**src/hw/port_data_pkg.sv**
```systemverilog
// constants shared by the port data and strong drive logic
`default_nettype none
package port_data_pkg;

   // ************************************************************
   // register offsets, printed byte addresses
   // ************************************************************
   localparam int             ADDR_W                 = 16;
   localparam logic [15:0]    PORT_B_DATA_OFS        = 16'h0001;
   localparam logic [15:0]    PORT_C_DATA_OFS        = 16'h0002;
   localparam logic [15:0]    PORT_D_DATA_OFS        = 16'h0003;
   localparam logic [15:0]    PORT_E_DATA_OFS        = 16'h0004;
   localparam logic [15:0]    PORT_F_DATA_OFS        = 16'h0005;
   localparam logic [15:0]    PORT_G_DATA_OFS        = 16'h0006;
   localparam logic [15:0]    PORT_H_DATA_OFS        = 16'h0007;
   localparam logic [15:0]    HIGH_DRIVE_ENABLE_OFS  = 16'h30AF;

   // ************************************************************
   // reset values and implemented data bits per port
   // ************************************************************
   localparam logic [7:0]     PORT_DATA_RST          = 8'h00;
   localparam logic [7:0]     HIGH_DRIVE_ENABLE_RST  = 8'h00;
   localparam int             NUM_PORTS              = 7;
   localparam logic [7:0]     FULL_PORT_BITS         = 8'hFF;
   localparam logic [7:0]     PORT_G_BITS            = 8'h0F;
   localparam logic [7:0]     PORT_H_BITS            = 8'hC7;
   localparam logic [NUM_PORTS-1:0][7:0] PORT_BITS   =
      {PORT_H_BITS, PORT_G_BITS, FULL_PORT_BITS, FULL_PORT_BITS,
       FULL_PORT_BITS, FULL_PORT_BITS, FULL_PORT_BITS};

   // ************************************************************
   // lane index of ports b, d, e, g and h inside the pin arrays, and the synchroniser settle count
   // ************************************************************
   localparam int             LANE_B                 = 0;
   localparam int             LANE_D                 = 2;
   localparam int             LANE_E                 = 3;
   localparam int             LANE_G                 = 5;
   localparam int             LANE_H                 = 6;
   localparam int             SYNC_SETTLE            = 3;

endpackage
`default_nettype wire

```
**src/hw/lane_if.sv**
```systemverilog
// signals between the register decode and one port lane
`timescale 1ns/1ps
`default_nettype none
interface lane_if;
   logic       wr;
   logic [7:0] wdata;
   logic [7:0] oe;
   logic [7:0] ie;
   logic [7:0] ana;
   logic [7:0] pin_in;
   logic [7:0] pin_out;
   logic [7:0] pin_oe;
   logic [7:0] rd_value;

   modport lane (input wr, wdata, oe, ie, ana, pin_in,
                 output pin_out, pin_oe, rd_value);
   modport ctrl (output wr, wdata, oe, ie, ana, pin_in,
                 input pin_out, pin_oe, rd_value);
endinterface
`default_nettype wire

```
**src/hw/port_data_regs.sv**
```systemverilog
// port b..h data registers and strong drive enable register
//
// Local design decision: strobed register access.
`timescale 1ns/1ps
`default_nettype none
module port_data_regs
   import port_data_pkg::*;
(
   input  wire logic                      ref_clk,
   input  wire logic                      sys_rst,
   input  wire logic [ADDR_W-1:0]         reg_addr,
   input  wire logic [7:0]                reg_wdata,
   input  wire logic                      reg_wr,
   input  wire logic                      reg_rd,
   output var  logic [7:0]                reg_rdata,
   input  wire logic [NUM_PORTS-1:0][7:0] pin_output_enable,
   input  wire logic [NUM_PORTS-1:0][7:0] pin_input_enable,
   input  wire logic [NUM_PORTS-1:0][7:0] analog_enable,
   input  wire logic [NUM_PORTS-1:0][7:0] pin_in,
   output var  logic [NUM_PORTS-1:0][7:0] pin_out,
   output var  logic [NUM_PORTS-1:0][7:0] pin_oe,
   output var  logic [7:0]                strong_drive_on
);

   // ************************************************************
   // state and wires
   // ************************************************************
   typedef struct packed {
      logic [7:0] rdata;
      logic [7:0] strong_drive_select;
   } regs_state_t;

   regs_state_t                 st_r;
   regs_state_t                 st_nxt;
   logic                        port_hit;
   logic                        strong_hit;
   logic [2:0]                  lane_sel;
   logic [NUM_PORTS-1:0][7:0]   lane_rd;
   logic [7:0]                  strong_pin_out;

   // ************************************************************
   // address decode
   // ************************************************************
   assign port_hit   = (reg_addr >= PORT_B_DATA_OFS)
                       && (reg_addr <= PORT_H_DATA_OFS);
   assign strong_hit = (reg_addr == HIGH_DRIVE_ENABLE_OFS);
   assign lane_sel   = 3'(reg_addr - PORT_B_DATA_OFS);

   // ************************************************************
   // port lanes
   // ************************************************************
   for (genvar p = 0; p < NUM_PORTS; p++)
   begin : g_lane
      lane_if lane_bus ();

      // every lane sees the write data; only the addressed one latches
      assign lane_bus.wr     = reg_wr && port_hit && (lane_sel == 3'(p));
      assign lane_bus.wdata  = reg_wdata;
      assign lane_bus.oe     = pin_output_enable[p];
      assign lane_bus.ie     = pin_input_enable[p];
      assign lane_bus.ana    = analog_enable[p];
      assign lane_bus.pin_in = pin_in[p];
      assign pin_out[p]      = lane_bus.pin_out;
      assign pin_oe[p]       = lane_bus.pin_oe;
      assign lane_rd[p]      = lane_bus.rd_value;

      port_lane #(
         .IMPL    (PORT_BITS[p])
      ) u_lane (
         .ref_clk (ref_clk),
         .sys_rst (sys_rst),
         .lane    (lane_bus)
      );
   end

   // ************************************************************
   // register file
   // ************************************************************
   always_comb
   begin
      st_nxt                     = st_r;
      // read data live one cycle only, zero otherwise
      st_nxt.rdata               = 8'h00;
      if (reg_rd)
      begin
         if (port_hit)
            st_nxt.rdata = lane_rd[lane_sel];
         else if (strong_hit)
            st_nxt.rdata = st_r.strong_drive_select;
      end
      if (reg_wr && strong_hit)
      begin
         st_nxt.strong_drive_select = reg_wdata;
      end
   end

   always_ff @(posedge ref_clk or posedge sys_rst)
   begin
      if (sys_rst)
      begin
         st_r.rdata               <= PORT_DATA_RST;
         st_r.strong_drive_select <= HIGH_DRIVE_ENABLE_RST;
      end
      else
      begin
         st_r <= st_nxt;
      end
   end

   assign reg_rdata = st_r.rdata;

   // ************************************************************
   // strong drive
   // ************************************************************
   // pin_oe already folds in the output enable and analog use, so an
   // input or analog pin never gets strong drive
   assign strong_pin_out = {pin_oe[LANE_H][1], pin_oe[LANE_H][0],
                            pin_oe[LANE_E][1], pin_oe[LANE_E][0],
                            pin_oe[LANE_D][1], pin_oe[LANE_D][0],
                            pin_oe[LANE_B][5], pin_oe[LANE_B][4]};
   assign strong_drive_on = st_r.strong_drive_select & strong_pin_out;
endmodule // port_data_regs
`default_nettype wire

```
**src/hw/port_lane.sv**
```systemverilog
// one port: data latch, pin synchroniser and read value selection
`timescale 1ns/1ps
`default_nettype none
module port_lane
   import port_data_pkg::*;
#(
   parameter logic [7:0] IMPL = FULL_PORT_BITS
)(
   input  wire logic ref_clk,
   input  wire logic sys_rst,
   lane_if.lane      lane
);

   typedef struct packed {
      logic [7:0] data;
      logic [7:0] sync1;
      logic [7:0] sync2;
      logic [1:0] up;
   } lane_state_t;

   lane_state_t st_r;
   lane_state_t st_nxt;
   logic [7:0]  in_mode;
   logic [7:0]  out_mode;

   // ************************************************************
   // state
   // ************************************************************
   always_comb
   begin
      st_nxt.sync1 = lane.pin_in;
      st_nxt.sync2 = st_r.sync1;
      st_nxt.up    = (st_r.up == 2'(SYNC_SETTLE)) ? st_r.up : st_r.up + 2'h1;
      st_nxt.data  = st_r.data;
      if (lane.wr)
      begin
         // reserved positions never store, so they never drive
         st_nxt.data = lane.wdata & IMPL;
      end
   end

   always_ff @(posedge ref_clk or posedge sys_rst)
   begin
      if (sys_rst)
         st_r <= '0;
      else
         st_r <= st_nxt;
   end

   // ************************************************************
   // pins and read value
   // ************************************************************
   // analog use takes the pin away from the digital driver
   assign out_mode      = lane.oe & ~lane.ana & IMPL;
   assign in_mode       = lane.ie & ~lane.oe & ~lane.ana & IMPL;
   assign lane.pin_out  = st_r.data;
   assign lane.pin_oe   = out_mode;
   // hi-z bits return the latch: cheap and deterministic
   assign lane.rd_value = ((st_r.data & ~in_mode) | (st_r.sync2 & in_mode))
                          & ~lane.ana & IMPL;
endmodule // port_lane
`default_nettype wire

```
**config.mk**
```make
export PLATFORM = sky130hd
export DESIGN_NAME = port_data_regs
export DESIGN_NICKNAME = d
export VERILOG_FILES = /design/src/hw/port_data_pkg.sv /design/src/hw/lane_if.sv /design/src/hw/port_data_regs.sv /design/src/hw/port_lane.sv
export SDC_FILE = /design/constraint.sdc
export NUM_CORES = 1
export LEC_CHECK = 0
export BUFFER_PORTS_ARGS = -buffer_cell sky130_fd_sc_hd__buf_2
export CORE_AREA = 2 2 146 148
export DETAILED_ROUTE_END_ITERATION = 10
export DIE_AREA = 0 0 148 150
export GPL_ROUTABILITY_DRIVEN = 0
export PLACE_DENSITY = 0.77
export SYNTH_ARGS = -nofsm -noshare
export SYNTH_HDL_FRONTEND = slang
export SYNTH_SLANG_ARGS = --single-unit
```
**constraint.sdc**
```tcl
create_clock -name ref_clk -period 13.7 [get_ports ref_clk]
set_input_delay 3.425 -clock ref_clk [delete_from_list [all_inputs] [get_ports ref_clk]]
set_output_delay 3.425 -clock ref_clk [all_outputs]
set_load 0.05 [all_outputs]
```
==> flow_summary.toml <==
[layout]
drive_above_1_share = 0.496
syn2layout_area_growth_pct = 28.8
nNetsFinal = 1138

[worst_setup_path]
crit_cells = 4
setup.worst_path.class = "input pin to output pin"
startpoint_type = "input pin"
crit_arrival_ns = 4.49
required_ns = 10.27
critPathMaxFanout = 2
r2r_start = "g_lane[3].u_lane.lane.pin_out[0]$_DFFE_PP0P_"
crit_slowest_cell = "nor2b_1"
cp_num_buf_inv = 2
cp-end-kind = "output pin"
critical_path.max_stage_delay_ns = 0.48
path_cells = "buf_2 > nor2b_1 > and2_1 > buf_2"
reg2reg_to = "reg_rdata[0]$_DFF_PP0_"
ff2ff_setup_slack_ns = 12.13
reg2regPathDepth = 5
cp_top_family = "simple AND/OR/NAND/NOR gates"
cp-endpoint = "strong_drive_on[7]"
crit_top_cell = "buf_2"
crit_start = "analog_enable[49]"

[synthesis]
syn_inst = 585
yosys-top-cells-area = "dfrtp_1 (55%), nor2b_1 (7.6%), buf_4 (7.2%)"
synth_top_area_share = 0.554
yosysWarnings = 0
synth_commonest_cells = "dfrtp_1 (163), nor2b_1 (89), buf_4 (71), mux2i_1 (47), mux2_2 (43)"
ys_seq_elements = 163
avgSynthCellArea_um2 = 12.6
ys_types = 46
ys_async_sr_fraction = 1.00
synth_flop_cell = "dfrtp_1"
synth_edf_count = 0
syn_area_um2 = 7370
synth_top_area_cell = "dfrtp_1"
seq_area_frac_synth = 0.554
synth.most_common_cell = "dfrtp_1"

[placed_design]
port_buffers = 337
hpwl_um = 17000
pre_cts_slack_ns = 5.76

[sta]
tightest_slew_ns = 1.00
fmax_mhz = 126
relSlewSlack = 0.330
rsz0062_at_grt = "no"
postLayoutSetupSlackWorst_ns = 5.79
report.final.slew_viol_count = 0
timing.final.crit_period_ns = 7.91
setup-tns-final_ns = 0
finalCritPeriodShare = 0.578
clock_skew_ns = 0.00832
setup_viol = 0
finalHoldViolCount = 0

[floorplanning]
rows = 53
dieArea_um2 = 22200
die-width_um = 148
start_util = 0.356
coreArea_um2 = 20700
num_io_pins = 380
fp.dieH_um = 150

[flow_run]
maxCapViolCount = 0

[cts]
clock-root-buffer = "clkbuf_16"
cts_setup_buffers = 0
htree_levels = 4
cts_tree = "yes"
clockBufferDepth = 2
insertion_delay_ns = 0.42
cts.clk_slew.worst_paths_ns = 0.06
numCtsBuffers = 17
ctsResizeCount = 0
clock_sinks = 163
hold_buffers = 0

[global_routing]
overflow = 0
grt_max_degree = 85
grt_pass1_vias = 5550
antenna_found_initial = 1
grt_pass1_wl_um = 32400
grt_usage = 0.200

[detailed_routing]
viasPerCell = 4.74
detail_route.drc_violations = 0
wl_per_cell_um = 19.3
drt-total-wl_um = 22600
ant_nets = 0
vias = 5531
dr.pass1.iters = 5
first_iter_violations = 240

[run_status]
outcome = "finished clean"

[min_path]
worstHoldPathType = "flip-flop to flip-flop"

[power]
power_density_nw_per_um2 = 118
p_leak_nw = 4.89
ir_worst_vdd_v = 0.0000778
-- how the worst min path moves through the flow --
| stage | from | to | slack [ns] | cells after the start |
|---|---|---|---|---|
| floorplan | g_lane[0].u_lane.st_nxt[2]$_DFF_PP0_ | g_lane[0].u_lane.st_r[2]$_DFF_PP0_ | 0.33 | 0 |
| global placement | g_lane[2].u_lane.st_nxt[2]$_DFF_PP0_ | g_lane[2].u_lane.st_r[2]$_DFF_PP0_ | 0.33 | 0 |
| detailed placement | g_lane[0].u_lane.st_nxt[5]$_DFF_PP0_ | g_lane[0].u_lane.st_r[5]$_DFF_PP0_ | 0.33 | 0 |
| CTS | g_lane[4].u_lane.st_nxt[6]$_DFF_PP0_ | g_lane[4].u_lane.st_r[6]$_DFF_PP0_ | 0.35 | 0 |
| global route | g_lane[4].u_lane.st_nxt[6]$_DFF_PP0_ | g_lane[4].u_lane.st_r[6]$_DFF_PP0_ | 0.35 | 0 |
| finish | g_lane[4].u_lane.st_nxt[6]$_DFF_PP0_ | g_lane[4].u_lane.st_r[6]$_DFF_PP0_ | 0.35 | 0 |
-- per-stage QoR --
step	hold WS, ns	power, mW	instances	utilization	cell area [um2]
after floorplan	0.331	0.586	598	-	7420
after global placement	0.332	0.643	1136	0.430	8900
after detailed placement	0.335	0.646	1136	0.430	8900
after CTS	0.345	1.13	1167	0.459	9490
after global routing	0.352	1.16	1168	0.459	9490
final	0.346	1.12	1168	0.459	9490
-- registers in the layout (all words and copies together), names as in the netlist --
signal                      count
st_r                            8
g_lane.u_lane.lane.pin_out     49
g_lane.u_lane.st_nxt           49
g_lane.u_lane.st_r             49
reg_rdata                       8
-- where the power goes --
| group | internal [mW] | total (mW) | switching [mW] |
|---|---|---|---|
| clock | 0.291 | 0.482 | 0.191 |
| sequential | 0.496 | 0.500 | 0.00424 |
| combinational | 0.0469 | 0.135 | 0.0884 |
-- cells in the final DEF (no fill, tap or decap), types with 2 or more instances in the layout --
cell type   count
a211oi_1        3
a21boi_0        3
a221oi_1        3
a31o_2          3
and2_1         12
and2_4          2
buf_2         337
buf_4           5
bufinv_16       3
clkbuf_1        5
clkbuf_16      17
clkinvlp_4      2
conb_1         14
dfrtp_1       163
ha_1            6
inv_6           2
mux2_1          2
mux2_2         43
mux2_4         14
mux2i_1        47
nand2_1        11
nand2b_1       17
nand3_1         8
nand4_1         2
nor2_1          8
nor2b_1        89
nor3_1         20
nor4_1          5
o21ai_0         6
o22ai_1         3
o32ai_1        10
o41ai_1         2
or2_2           5
or4_1           2
-- layer usage --
layer / wire length [um] / track usage
met5: 0 / 0
met4: 290 / 0.0548
met3: 1470 / 0.0448
met2: 11500 / 0.344
met1: 9350 / 0.256
-- layout make-up --
cell class / instances / area [um2]
fill: 1926 / 11200
timing repair buffer: 342 / 1720
clock inverter: 8 / 128
inverter: 3 / 16.3
antenna: 1 / 2.50
tap: 275 / 344
sequential: 163 / 4080
clock buffer: 23 / 458
multi-input combinational: 353 / 2740
-- cells by family after synthesis --
logic type	share of synthesized area
muxes	0.161
adders and majority gates	0.0102
and+or+nand+nor	0.153
DFF	0.554
AOI/OAI and AO/OA	0.0403
buffers and inverters	0.0812
other	0.000509
No activity file was read; power rests on OpenSTA's default activity.
